==> src/core/camera_dma_defs.svh <==
// register offsets, field positions and reset values of the camera dma block
`ifndef CAMERA_DMA_DEFS_SVH
`define CAMERA_DMA_DEFS_SVH

`define CODEC_DMA_TARGET_AREA_ADDR     32'h4f00_005c
`define CODEC_PATH_STATUS_ADDR         32'h4f00_0064
`define PREVIEW_FRAME1_START_ADDR_ADDR 32'h4f00_006c
`define PREVIEW_FRAME2_START_ADDR_ADDR 32'h4f00_0070
`define PREVIEW_FRAME3_START_ADDR_ADDR 32'h4f00_0074
`define PREVIEW_FRAME4_START_ADDR_ADDR 32'h4f00_0078
`define PREVIEW_TARGET_FORMAT_ADDR     32'h4f00_007c
`define PREVIEW_DMA_CONTROL_ADDR       32'h4f00_0080
`define PREVIEW_PRESCALE_RATIO_ADDR    32'h4f00_0084
`define IRQ_STATUS_ADDR                32'h4f00_00b0
`define IRQ_MASK_ADDR                  32'h4f00_00b4
`define PATH_CONFIG_ADDR               32'h4f00_00b8

`define REG_RESET 32'h0000_0000

// codec path status fields
`define CST_LUMA_OVF_BIT    31
`define CST_BLUE_OVF_BIT    30
`define CST_RED_OVF_BIT     29
`define CST_VSYNC_BIT       28
`define CST_FRAME_CNT_MSB   27
`define CST_FRAME_CNT_LSB   26
`define CST_WIN_OFS_BIT     25
`define CST_FLIP_MSB        24
`define CST_FLIP_LSB        23
`define CST_IF_CAPTURE_BIT  22
`define CST_CODEC_CAPTURE_BIT 21

// preview target format fields
`define TFMT_WIDTH_MSB  28
`define TFMT_WIDTH_LSB  16
`define TFMT_FLIP_MSB   15
`define TFMT_FLIP_LSB   14
`define TFMT_HEIGHT_MSB 12
`define TFMT_HEIGHT_LSB 0

// preview dma control fields
`define DCTL_MAIN_MSB 23
`define DCTL_MAIN_LSB 19
`define DCTL_REM_MSB  18
`define DCTL_REM_LSB  14
`define DCTL_ARM_BIT  2

// preview prescale fields
`define PSR_SHIFT_MSB 31
`define PSR_SHIFT_LSB 28
`define PSR_HOR_MSB   22
`define PSR_HOR_LSB   16
`define PSR_VER_MSB   6
`define PSR_VER_LSB   0

// interrupt status bits
`define IRQ_FRAME_END_BIT  0
`define IRQ_LAST_FRAME_BIT 1
`define IRQ_CODEC_OVF_BIT  2
`define IRQ_BITS           3

// path config bits
`define CFG_RGB32_BIT 0

`endif

==> src/core/camera_dma_pkg.sv <==
// types shared by the camera dma block
package camera_dma_pkg;

  typedef enum logic [1:0] {
    DMA_IDLE  = 2'b00,
    DMA_NEXT  = 2'b01,
    DMA_BURST = 2'b10
  } dma_state_type;

  typedef enum logic [1:0] {
    FLIP_NORMAL   = 2'b00,
    FLIP_X_MIRROR = 2'b01,
    FLIP_Y_MIRROR = 2'b10,
    FLIP_ROTATE   = 2'b11
  } flip_mode_type;

endpackage

==> src/core/camera_dma_scaler_config.sv <==
// camera dma register slice: codec status, preview frame dma and prescale settings
// What this block does
// - codec area register feeds codec dma area
// - codec status shows three fifo overflow flags
// - codec status bit 28 mirrors vsync
// - codec frame counter shows next frame number
// - status shows window offset, flip, capture enables
// - four readable writable preview frame start addresses
// - preview height held in bits 12:0
// - preview flip field selects memory write order
// - main and remainder burst lengths in control
// - armed last irq fires at frame end, self-clears
// - 32-bit rgb one pixel, 16-bit two per word
// - prescale shift, horizontal and vertical ratio fields
//
// Local design decision: strobed register access.
`timescale 1ns/10ps
`include "camera_dma_defs.svh"

module camera_dma_scaler_config (
  input  wire logic        clk_i,              // 100 MHz clock
  input  wire logic        resetn_i,           // async reset, active low
  input  wire logic [31:0] addr_i,             // register byte address
  input  wire logic [31:0] wdata_i,            // write data
  input  wire logic        wr_i,               // write strobe
  input  wire logic        rd_i,               // read strobe
  output logic      [31:0] rdata_o,            // read data, cycle after rd_i
  output logic             irq_o,              // level interrupt
  input  wire logic [2:0]  codec_fifo_overflow_i, // luma, blue, red overflow
  input  wire logic        cam_vsync_i,        // camera vertical sync
  input  wire logic        codec_window_offset_on_i, // window offset state
  input  wire logic [1:0]  codec_flip_setting_i,     // codec flip mode
  input  wire logic        interface_capture_on_i,   // interface capture enable
  input  wire logic        codec_path_capture_on_i,  // codec capture enable
  input  wire logic        codec_frame_done_i, // codec frame written, pulse
  input  wire logic        preview_frame_start_i, // preview frame begins, pulse
  input  wire logic        burst_ready_i,      // memory takes the burst
  output logic             burst_valid_o,      // burst request
  output logic      [31:0] burst_addr_o,       // burst byte address
  output logic      [4:0]  burst_len_o,        // burst length in words
  output logic             burst_reverse_o,    // burst written high to low
  output logic      [1:0]  preview_frame_count_o, // next preview frame
  output logic      [25:0] codec_frame_area_o, // codec per-frame pixel area
  output logic      [3:0]  prescale_shift_value_o, // prescale shift
  output logic      [6:0]  prescale_horiz_ratio_o, // prescale horizontal ratio
  output logic      [6:0]  prescale_vert_ratio_o   // prescale vertical ratio
);

  // software visible state
  logic [25:0] codec_dma_target_area_q;
  logic [31:0] start_addr_q [4];
  logic [12:0] preview_target_width_q;
  logic [12:0] preview_target_height_q;
  logic [1:0]  preview_flip_setting_q;
  logic [4:0]  preview_main_burst_len_q;
  logic [4:0]  preview_remainder_burst_len_q;
  logic        preview_last_frame_irq_arm_q;
  logic [31:0] preview_prescale_ratio_q;
  logic [2:0]  irq_status_q;
  logic [2:0]  irq_status_d;
  logic [2:0]  irq_mask_q;
  logic        rgb32_q;
  logic [1:0]  codec_next_frame_number_q;
  logic [2:0]  ovf_prev_q;

  // dma engine state
  camera_dma_pkg::dma_state_type state_q;
  logic [1:0]  pv_frame_q;
  logic [31:0] base_q;
  logic [12:0] line_q, off_q, left_q, lw_q, lh_q;
  logic [4:0]  main_q;
  logic [1:0]  flip_q;

  logic        wr_hit_ctl;
  logic        rd_status;
  logic        frame_end;
  logic        ovf_event;
  logic [12:0] line_words, main_ext, rem_words, next_len, row, word_idx;
  logic [25:0] row_words, word_off;
  logic [31:0] next_addr;
  logic [31:0] codec_status;
  logic [31:0] read_value;

  // line length in words from the pixel format
  assign line_words = rgb32_q ? preview_target_width_q : (preview_target_width_q >> 1);

  // remainder: line words masked with main minus one (modulo only for a power-of-two main), main when zero
  assign main_ext  = {8'h00, main_q};
  assign rem_words = ((lw_q & (main_ext - 13'h0001)) == 13'h0000) ? main_ext
                     : (lw_q & (main_ext - 13'h0001));
  assign next_len  = (left_q == rem_words) ? rem_words : main_ext;

  // write order from flip mode
  assign row = flip_q[0] ? (lh_q - 13'h0001 - line_q) : line_q;
  assign word_idx = flip_q[1] ? (lw_q - off_q - next_len) : off_q;
  assign row_words = row * lw_q;
  assign word_off  = row_words + {13'h0000, word_idx};
  assign next_addr = base_q + {4'h0, word_off, 2'b00}; // word offset to byte address, 32 bits exactly

  assign frame_end = (state_q == camera_dma_pkg::DMA_BURST) && burst_ready_i
                     && (left_q == {8'h00, burst_len_o}) && (line_q == lh_q - 13'h0001);
  assign ovf_event = |(codec_fifo_overflow_i & ~ovf_prev_q);
  assign wr_hit_ctl = wr_i && (addr_i == `PREVIEW_DMA_CONTROL_ADDR);
  assign rd_status  = rd_i && (addr_i == `IRQ_STATUS_ADDR);

  // codec status word
  always_comb begin
    codec_status = `REG_RESET;
    codec_status[`CST_LUMA_OVF_BIT] = codec_fifo_overflow_i[2];
    codec_status[`CST_BLUE_OVF_BIT] = codec_fifo_overflow_i[1];
    codec_status[`CST_RED_OVF_BIT]  = codec_fifo_overflow_i[0];
    codec_status[`CST_VSYNC_BIT]    = cam_vsync_i;
    codec_status[`CST_FRAME_CNT_MSB:`CST_FRAME_CNT_LSB] = codec_next_frame_number_q;
    codec_status[`CST_WIN_OFS_BIT]  = codec_window_offset_on_i;
    codec_status[`CST_FLIP_MSB:`CST_FLIP_LSB] = codec_flip_setting_i;
    codec_status[`CST_IF_CAPTURE_BIT] = interface_capture_on_i;
    codec_status[`CST_CODEC_CAPTURE_BIT] = codec_path_capture_on_i;
  end

  // read multiplexer, unmapped reads give zero
  always_comb begin
    read_value = `REG_RESET;
    unique case (addr_i)
      `CODEC_DMA_TARGET_AREA_ADDR:     read_value = {6'h00, codec_dma_target_area_q};
      `CODEC_PATH_STATUS_ADDR:         read_value = codec_status;
      `PREVIEW_FRAME1_START_ADDR_ADDR: read_value = start_addr_q[0];
      `PREVIEW_FRAME2_START_ADDR_ADDR: read_value = start_addr_q[1];
      `PREVIEW_FRAME3_START_ADDR_ADDR: read_value = start_addr_q[2];
      `PREVIEW_FRAME4_START_ADDR_ADDR: read_value = start_addr_q[3];
      `PREVIEW_TARGET_FORMAT_ADDR: begin
        read_value[`TFMT_WIDTH_MSB:`TFMT_WIDTH_LSB]   = preview_target_width_q;
        read_value[`TFMT_FLIP_MSB:`TFMT_FLIP_LSB]     = preview_flip_setting_q;
        read_value[`TFMT_HEIGHT_MSB:`TFMT_HEIGHT_LSB] = preview_target_height_q;
      end
      `PREVIEW_DMA_CONTROL_ADDR: begin
        read_value[`DCTL_MAIN_MSB:`DCTL_MAIN_LSB] = preview_main_burst_len_q;
        read_value[`DCTL_REM_MSB:`DCTL_REM_LSB]   = preview_remainder_burst_len_q;
        read_value[`DCTL_ARM_BIT]                 = preview_last_frame_irq_arm_q;
      end
      `PREVIEW_PRESCALE_RATIO_ADDR: read_value = preview_prescale_ratio_q;
      `IRQ_STATUS_ADDR:  read_value = {29'h0000_0000, irq_status_q};
      `IRQ_MASK_ADDR:    read_value = {29'h0000_0000, irq_mask_q};
      `PATH_CONFIG_ADDR: read_value = {31'h0000_0000, rgb32_q};
      default:           read_value = `REG_RESET;
    endcase
  end

  // read data stands one cycle only
  always_ff @(posedge clk_i or negedge resetn_i) begin
    if (!resetn_i) begin
      rdata_o <= `REG_RESET;
    end else begin
      rdata_o <= rd_i ? read_value : `REG_RESET;
    end
  end

  // plain read-write registers
  always_ff @(posedge clk_i or negedge resetn_i) begin
    if (!resetn_i) begin
      codec_dma_target_area_q       <= 26'h000_0000;
      start_addr_q[0]               <= `REG_RESET;
      start_addr_q[1]               <= `REG_RESET;
      start_addr_q[2]               <= `REG_RESET;
      start_addr_q[3]               <= `REG_RESET;
      preview_target_width_q        <= 13'h0000;
      preview_target_height_q       <= 13'h0000;
      preview_flip_setting_q        <= 2'h0;
      preview_main_burst_len_q      <= 5'h00;
      preview_remainder_burst_len_q <= 5'h00;
      preview_prescale_ratio_q      <= `REG_RESET;
      irq_mask_q                    <= 3'h0;
      rgb32_q                       <= 1'b0;
    end else if (wr_i) begin
      unique case (addr_i)
        `CODEC_DMA_TARGET_AREA_ADDR:     codec_dma_target_area_q <= wdata_i[25:0];
        `PREVIEW_FRAME1_START_ADDR_ADDR: start_addr_q[0] <= wdata_i;
        `PREVIEW_FRAME2_START_ADDR_ADDR: start_addr_q[1] <= wdata_i;
        `PREVIEW_FRAME3_START_ADDR_ADDR: start_addr_q[2] <= wdata_i;
        `PREVIEW_FRAME4_START_ADDR_ADDR: start_addr_q[3] <= wdata_i;
        `PREVIEW_TARGET_FORMAT_ADDR: begin
          preview_target_width_q  <= wdata_i[`TFMT_WIDTH_MSB:`TFMT_WIDTH_LSB];
          preview_flip_setting_q  <= wdata_i[`TFMT_FLIP_MSB:`TFMT_FLIP_LSB];
          preview_target_height_q <= wdata_i[`TFMT_HEIGHT_MSB:`TFMT_HEIGHT_LSB];
        end
        `PREVIEW_DMA_CONTROL_ADDR: begin
          preview_main_burst_len_q      <= wdata_i[`DCTL_MAIN_MSB:`DCTL_MAIN_LSB];
          preview_remainder_burst_len_q <= wdata_i[`DCTL_REM_MSB:`DCTL_REM_LSB];
        end
        `PREVIEW_PRESCALE_RATIO_ADDR: preview_prescale_ratio_q <= wdata_i;
        `IRQ_MASK_ADDR:    irq_mask_q <= wdata_i[2:0];
        `PATH_CONFIG_ADDR: rgb32_q    <= wdata_i[`CFG_RGB32_BIT];
        default: ;
      endcase
    end
  end

  // last-frame arm: software write wins, else frame end clears it
  always_ff @(posedge clk_i or negedge resetn_i) begin
    if (!resetn_i) begin
      preview_last_frame_irq_arm_q <= 1'b0;
    end else if (wr_hit_ctl) begin
      preview_last_frame_irq_arm_q <= wdata_i[`DCTL_ARM_BIT];
    end else if (frame_end) begin
      preview_last_frame_irq_arm_q <= 1'b0;
    end
  end

  // codec frame counter points at the next frame
  always_ff @(posedge clk_i or negedge resetn_i) begin
    if (!resetn_i) begin
      codec_next_frame_number_q <= 2'h0;
      ovf_prev_q                <= 3'h0;
    end else begin
      ovf_prev_q <= codec_fifo_overflow_i;
      if (codec_frame_done_i) begin
        codec_next_frame_number_q <= codec_next_frame_number_q + 2'h1;
      end
    end
  end

  // sticky events, set beats read clear
  always_comb begin
    irq_status_d = rd_status ? 3'h0 : irq_status_q;
    if (frame_end) begin
      irq_status_d[`IRQ_FRAME_END_BIT] = 1'b1;
    end
    if (frame_end && preview_last_frame_irq_arm_q) begin
      irq_status_d[`IRQ_LAST_FRAME_BIT] = 1'b1;
    end
    if (ovf_event) begin
      irq_status_d[`IRQ_CODEC_OVF_BIT] = 1'b1;
    end
  end

  // interrupt status and output
  always_ff @(posedge clk_i or negedge resetn_i) begin
    if (!resetn_i) begin
      irq_status_q <= 3'h0;
      irq_o        <= 1'b0;
    end else begin
      irq_status_q <= irq_status_d;
      irq_o        <= |(irq_status_d & irq_mask_q);
    end
  end

  // setting outputs
  always_ff @(posedge clk_i or negedge resetn_i) begin
    if (!resetn_i) begin
      codec_frame_area_o     <= 26'h000_0000;
      prescale_shift_value_o <= 4'h0;
      prescale_horiz_ratio_o <= 7'h00;
      prescale_vert_ratio_o  <= 7'h00;
    end else begin
      codec_frame_area_o     <= codec_dma_target_area_q;
      prescale_shift_value_o <= preview_prescale_ratio_q[`PSR_SHIFT_MSB:`PSR_SHIFT_LSB];
      prescale_horiz_ratio_o <= preview_prescale_ratio_q[`PSR_HOR_MSB:`PSR_HOR_LSB];
      prescale_vert_ratio_o  <= preview_prescale_ratio_q[`PSR_VER_MSB:`PSR_VER_LSB];
    end
  end

  // preview dma: frame, line and burst sequencing
  always_ff @(posedge clk_i or negedge resetn_i) begin
    if (!resetn_i) begin
      state_q         <= camera_dma_pkg::DMA_IDLE;
      pv_frame_q      <= 2'h0;
      base_q          <= `REG_RESET;
      line_q          <= 13'h0000;
      off_q           <= 13'h0000;
      left_q          <= 13'h0000;
      lw_q            <= 13'h0000;
      lh_q            <= 13'h0000;
      main_q          <= 5'h00;
      flip_q          <= 2'h0;
      burst_valid_o   <= 1'b0;
      burst_addr_o    <= `REG_RESET;
      burst_len_o     <= 5'h00;
      burst_reverse_o <= 1'b0;
    end else begin
      unique case (state_q)
        camera_dma_pkg::DMA_IDLE: begin
          if (preview_frame_start_i && (line_words != 13'h0000)
              && (preview_target_height_q != 13'h0000)) begin
            base_q  <= start_addr_q[pv_frame_q];
            lw_q    <= line_words;
            lh_q    <= preview_target_height_q;
            main_q  <= preview_main_burst_len_q;
            flip_q  <= preview_flip_setting_q;
            line_q  <= 13'h0000;
            off_q   <= 13'h0000;
            left_q  <= line_words;
            state_q <= camera_dma_pkg::DMA_NEXT;
          end
        end
        camera_dma_pkg::DMA_NEXT: begin
          burst_addr_o    <= next_addr;
          burst_len_o     <= next_len[4:0];
          burst_reverse_o <= flip_q[1];
          burst_valid_o   <= 1'b1;
          state_q         <= camera_dma_pkg::DMA_BURST;
        end
        camera_dma_pkg::DMA_BURST: begin
          if (burst_ready_i) begin
            burst_valid_o <= 1'b0;
            if (left_q == {8'h00, burst_len_o}) begin
              if (frame_end) begin
                pv_frame_q <= pv_frame_q + 2'h1;
                state_q    <= camera_dma_pkg::DMA_IDLE;
              end else begin
                line_q  <= line_q + 13'h0001;
                off_q   <= 13'h0000;
                left_q  <= lw_q;
                state_q <= camera_dma_pkg::DMA_NEXT;
              end
            end else begin
              off_q   <= off_q + {8'h00, burst_len_o};
              left_q  <= left_q - {8'h00, burst_len_o};
              state_q <= camera_dma_pkg::DMA_NEXT;
            end
          end
        end
        default: state_q <= camera_dma_pkg::DMA_IDLE;
      endcase
    end
  end

  // frame count out
  always_ff @(posedge clk_i or negedge resetn_i) begin
    if (!resetn_i) begin
      preview_frame_count_o <= 2'h0;
    end else begin
      preview_frame_count_o <= pv_frame_q;
    end
  end
endmodule

==> config.mk <==
export PLATFORM = sky130hd
export DESIGN_NAME = camera_dma_scaler_config
export DESIGN_NICKNAME = d
export VERILOG_FILES = /design/src/core/camera_dma_pkg.sv /design/src/core/camera_dma_scaler_config.sv
export VERILOG_INCLUDE_DIRS = /design/src /design/src/core
export SDC_FILE = /design/constraint.sdc
export NUM_CORES = 1
export LEC_CHECK = 0
export ABC_AREA = 1
export BUFFER_PORTS_ARGS = -buffer_cell sky130_fd_sc_hd__clkbuf_2
export CELL_PAD_IN_SITES_DETAIL_PLACEMENT = 1
export CELL_PAD_IN_SITES_GLOBAL_PLACEMENT = 1
export CORE_AREA = 2 2 254 256
export CTS_CLUSTER_SIZE = 20
export DETAILED_ROUTE_END_ITERATION = 7
export DIE_AREA = 0 0 256 258
export GPL_TIMING_DRIVEN = 0
export PLACE_DENSITY = 0.84
export SYNTH_ARGS = -nofsm -noshare
export SYNTH_HDL_FRONTEND = slang
export SYNTH_SLANG_ARGS = --single-unit
==> constraint.sdc <==
create_clock -name clk_i -period 11.66 [get_ports clk_i]
set_input_delay 2.332 -clock clk_i [delete_from_list [all_inputs] [get_ports clk_i]]
set_output_delay 2.332 -clock clk_i [all_outputs]
set_load 0.01 [all_outputs]
==> results of run 1 <==
==> cell families (layout without fill, tap and decap cells) <==
group	after synthesis	count (layout)	synth area share
other	0	2	0
AOI/OAI and AO/OA	828	828	0.157
adders and majority gates	304	304	0.166
buffers and inverters	655	945	0.0840
and+or+nand+nor	1285	1285	0.177
xor gates and xnor gates	83	83	0.0248
muxes	1	1	0.000338
DFF	463	463	0.391
==> routing by layer <==
metal	track usage	wire length (um)
met1	0.416	44400
met5	0	24
met4	0.178	6220
met3	0.0627	7870
met2	0.589	54600
==> layout make-up <==
type                       instances  area (um^2)  share of cell area
antenna                            2         5.00            0.000149
buffer                           138          544              0.0162
clock buffer                      63         1370              0.0409
clock inverter                    26          345              0.0103
inverter                         517         1940              0.0579
multi-input combinational       2501        15500               0.463
sequential                       463        11600               0.346
tap                              855         1070              0.0319
timing repair buffer             201         1130              0.0336
==> repair_timing <==
action                                  in CTS  in global routing
endpoints found under the setup margin       0                  2
gates resized for setup                      0                  1
hold buffers                                 0                  0
==> worst max-delay path, delay by kind of cell, from the launching register on <==
kind | cells | cell delay [ns]
fa+ha+maj | 10 | 4.16
compound gates | 10 | 2.80
flops | 1 | 0.44
simple gates | 14 | 1.74
xor+xnor | 3 | 0.73
buf+inv | 7 | 0.80
==> Yosys cell counts (4+ instances only) <==
| master | count |
|---|---|
| a21o_1 | 5 |
| nor2_1 | 249 |
| o211ai_1 | 47 |
| nor4_1 | 13 |
| a221oi_1 | 10 |
| o21a_1 | 8 |
| a211oi_1 | 10 |
| a21oi_1 | 147 |
| nand3_1 | 103 |
| o21ai_0 | 460 |
| o21ai_1 | 12 |
| nand2_1 | 819 |
| xor2_1 | 59 |
| fa_1 | 146 |
| o22ai_1 | 26 |
| a22o_1 | 15 |
| nor3_2 | 4 |
| clkbuf_1 | 121 |
| or2_2 | 15 |
| clkinv_1 | 11 |
| a22oi_1 | 5 |
| nand4_1 | 21 |
| a32o_1 | 8 |
| xnor2_1 | 23 |
| buf_2 | 12 |
| nor2_2 | 4 |
| a31oi_1 | 50 |
| ha_1 | 158 |
| inv_1 | 504 |
| o221ai_1 | 6 |
| nor3_1 | 45 |
| dfrtp_1 | 463 |
| o2111ai_1 | 4 |
==> layout by cell type (no fill, tap or decap), drive strengths merged <==
master / netlist / routed
ha: 158 / 158
nand4: 21 / 21
a32o: 8 / 8
clkinv: 11 / 25
o22ai: 26 / 26
mux2i: 1 / 1
fa: 146 / 146
a221oi: 10 / 10
a21boi: 5 / 5
bufinv: 0 / 4
xor2: 59 / 59
nor2: 254 / 254
o21a: 8 / 8
a211oi: 10 / 10
diode: 0 / 2
o2111ai: 4 / 4
nor4: 13 / 13
nand2: 822 / 822
nand3: 104 / 104
buf: 17 / 22
a21oi: 148 / 148
clkbuf: 121 / 380
o211ai: 47 / 47
a22oi: 5 / 5
o31ai: 3 / 3
nor3b: 4 / 4
clkinvlp: 0 / 7
o21ai: 473 / 473
inv: 506 / 507
o211a: 1 / 1
o221ai: 6 / 6
o21bai: 2 / 2
nor3: 50 / 50
a21o: 5 / 5
a31oi: 51 / 51
a31o: 1 / 1
dfrtp: 463 / 463
xnor2: 24 / 24
or2: 17 / 17
a22o: 15 / 15
==> final timing paths <==
check | from | endpoint | slack [ns]
setup / recovery | lh_q[0] | burst_addr_o[28] | 0.80
hold / removal | codec_dma_target_area_q[21] | codec_frame_area_o[21] | 0.41
setup reg to reg | lh_q[0] | burst_addr_o[28] | 0.80
hold reg to reg | codec_dma_target_area_q[21] | codec_frame_area_o[21] | 0.41
max in group asynchronous | resetn_i | burst_addr_o[13] | 8.51
min in group asynchronous | resetn_i | codec_frame_area_o[6] | 1.51
==> metrics by stage <==
step,setup WS (ns),instances
floorplan,2.73,3619
global placement,-2.41,4670
detailed placement,0.921,4675
CTS,0.821,4764
global route,0.0655,4764
finish,0.803,4766
==> sequential cells by signal, indices dropped and copies added, names as in the netlist, 7 cells and up <==
| signal | count |
|---|---|
| prescale_vert_ratio_o | 7 |
| line_q | 13 |
| preview_prescale_ratio_q | 32 |
| off_q | 13 |
| rdata_o | 32 |
| start_addr_q | 128 |
| preview_target_height_q | 13 |
| lw_q | 13 |
| left_q | 13 |
| codec_dma_target_area_q | 26 |
| burst_addr_o | 32 |
| preview_target_width_q | 13 |
| codec_frame_area_o | 26 |
| lh_q | 13 |
| base_q | 32 |
| prescale_horiz_ratio_o | 7 |
==> results.ini, run 1 <==
[drt]
drt_iter0_drc = 2040
via_per_inst = 5.76
wl_um = 113000
first_pass_iters = 5
num_vias = 27500
ant_nets = 0
drcViolationCount = 0
avgRoutedWirePerCell_um = 23.7

[global_route]
grt_max_degree = 104
grt_pass1_vias = 29400
grt_overflow = 0
grt_usage = 0.344
grt_pass1_wl_um = 175000
antenna_found_initial = 5

[setup_path]
r2r_cells = 44
critPathLaunchType = flop
end_kind = flop
critPathSlowestCell = a221oi_1
slowest_delay_ns = 0.62
path_max_fanout = 7
critPathKind = flop to flop
critPathMostFrequentCell = nand2_1
required_ns = 12.14
worstPathArrival_ns = 11.33

[yosys]
ys_types = 56
async_reset_ff_frac = 1.00
synth-edff-count = 0
ys_seq_area_frac = 0.391
yosysWarnings = 0
synth_top_flop_cell = dfrtp_1
postSynthAreaPerCell_um2 = 8.18
synth_top_area_share = 0.391
synth.net_count = 4003
syn_area_mm2 = 0.0296
yosysTopAreaCell = dfrtp_1
netlist_instances = 3619
synth.area.top_cells = dfrtp_1, nand2_1, fa_1
ys_seq_elements = 463

[floorplanning]
core_area_mm2 = 0.0636
num_rows = 93
die_w_um = 256
die_y_um = 258
num_io_pins = 198
fp.dieArea_mm2 = 0.0660
initial_core_util = 0.465

[cts]
clockBufferDepth = 3
cts_tree = yes
cts_root_buf = clkbuf_16
h-tree-depth = 2
clk_latency_ns = 0.64
cts_setup_buffers = 0
clk_pin_slew_worst_paths_ns = 0.06
numCtsBuffers = 50
clock-sinks = 463

[final_layout]
syn2layout_area_growth_pct = 13.2
finish.utilization = 0.527
design_area_mm2 = 0.0335
nFillCells = 7911
final_net_count = 4256
layout-drive-gt1-share = 0.0860

[place]
place_congestion = 0.963
hpwl_um = 89800
placement.io_buffers = 196
postPlaceCellArea_mm2 = 0.0318

[timing]
holdWs_ns = 0.413
finalCritPeriodShare = 0.931
slew_viol_final = 0
fin_crit_ns = 10.86
rsz0062_at_grt = no
final-setup-viol-count = 0
relSlewSlack = 0.0459
hold_viol_final = 0
worstMarginPinSlew_ns = 1.42
setup-tns-final_ns = 0
max_freq_ghz = 0.0921
clock_skew_ns = 0.0580

[outcome]
status = finished clean

[worst_hold_path]
min_path_type = flop to flop
holdPathStages = 0

[job]
drv_cap = 0

Power of run 1 is left out: the tool's default activity adds up to more than one toggle a clock period on the data nets, which glitch-free logic cannot reach.
==> run 2: changes to the inputs <==
CORE_AREA = 8 8 260 262   (was 2 2 254 256)
DIE_AREA = 0 0 268 270   (was 0 0 256 258)
==> run 2 against run 1 <==
Final cell count barely moved; clock-buffer cell count grew 1; global-route usage shrank 2.3 points; critical path depth is 6 higher; clock skew hardly changed; register-to-register slack gained 0.15 ns; worst hold slack worse by 0.0098 ns; design area fell by 0.12%; critical path type unchanged; maximum frequency is 1.4% higher; die area rose by 9.6%.
==> results.ini, run 2 (synthesis results as in run 1) <==
[outcome]
status = finished clean

[final_layout]
final_net_count = 4255
syn2layout_area_growth_pct = 13.1
final_common_cell = nand2_1
largest_register_ffs = 128
largest-register = start_addr_q
finish.utilization = 0.526
layout_common_cells = nand2_1, inv_1, dfrtp_1, o21ai_0, nor2_1
layout-drive-gt1-share = 0.0852

[worst_hold_path]
min_path_type = flop to flop

[cts]
numCtsBuffers = 50
cts_root_buf = clkbuf_16
cts_tree = yes
cts_setup_buffers = 0
clock-sinks = 463
holdBufCountCts = 0
clk_latency_ns = 0.64
clockBufferDepth = 3
h-tree-depth = 2
ctsResizeCount = 0
clk_pin_slew_worst_paths_ns = 0.06

[place]
place_congestion = 0.960
placement.io_buffers = 196
place_worst_setup_slack_ns = 1.09
hpwl_um = 91400

[timing]
finalCritPeriodShare = 0.918
worstMarginPinSlew_ns = 1.36
max_freq_ghz = 0.0934
worst_slack_ns = 0.952
setup-tns-final_ns = 0
fin_crit_ns = 10.71
hold_viol_final = 0
relSlewSlack = 0.0859
final-setup-viol-count = 0
slew_viol_final = 0
clock_skew_ns = 0.0580
rsz0062_at_grt = no

[setup_path]
critPathKind = flop to flop
critPathBufInv = 6
end_kind = flop
critPathMostFrequentCell = nand2_1
path_max_fanout = 8
slowest_delay_ns = 0.55
worstPathArrival_ns = 11.18
critPathLaunchType = flop
required_ns = 12.14
critPathSlowestCell = fa_1
cp_top_family = adder cells

[global_route]
met2_usage = 0.534
grt_pass1_wl_um = 180000
use_met3 = 0.0524
grt_overflow = 0
met1_usage = 0.394
top_usage_layer = met2
grt_max_degree = 110
antenna_found_initial = 3
grt_usage = 0.321
grt_pass1_vias = 29900

[floorplanning]
die_y_um = 270
initial_core_util = 0.465
fp.dieArea_mm2 = 0.0724
core_area_mm2 = 0.0636
num_rows = 93
die_w_um = 268
num_io_pins = 198

[drt]
avgRoutedWirePerCell_um = 24.3
ant_nets = 0
via_per_inst = 5.84
drcViolationCount = 0
wl_um = 116000
first_pass_iters = 6
drt_iter0_drc = 2359
num_vias = 27800

[job]
drv_cap = 0

-- run 2: path summary, 6_finish.rpt --
| path | from | end | slack [ns] | cells past startpoint |
|---|---|---|---|---|
| min | preview_prescale_ratio_q[29] | prescale_shift_value_o[1] | 0.40 | 0 |
| max | lh_q[0] | burst_addr_o[28] | 0.95 | 50 |
| max in group asynchronous | resetn_i | preview_target_width_q[7] | 8.55 | 3 |
| max reg2reg | lh_q[0] | burst_addr_o[28] | 0.95 | 50 |
| min in group asynchronous | resetn_i | codec_frame_area_o[9] | 1.79 | 1 |
| min reg2reg | preview_prescale_ratio_q[29] | prescale_shift_value_o[1] | 0.40 | 0 |
-- run 2: cell type report --
type,count,area (um^2)
antenna,1,2.50
buffer,138,544
clock buffer,64,1380
clock inverter,24,323
fill,7846,30200
inverter,517,1940
multi-input combinational,2501,15500
sequential,463,11600
tap,855,1070
timing repair buffer,200,1100
-- run 2: per-stage QoR --
| step | hold WS, ns | instance area (um^2) | instances |
|---|---|---|---|
| global placement | 0.389 | 31700 | 4670 |
| CTS | 0.410 | 33500 | 4762 |
| finish | 0.404 | 33500 | 4763 |
| global route | 0.416 | 33500 | 4762 |
| floorplan | 0.352 | 29600 | 3619 |
| detailed placement | 0.389 | 31800 | 4674 |
-- run 2: metal layers --
layer	vias up	part of all wire	routed length, um
li1	12300	-	-
met1	14000	0.39	45300
met2	1163	0.47	54900
met3	348	0.069	7930
met4	2	0.066	7590
met5	-	0.00011	13
Power of run 2 is left out for the same reason.
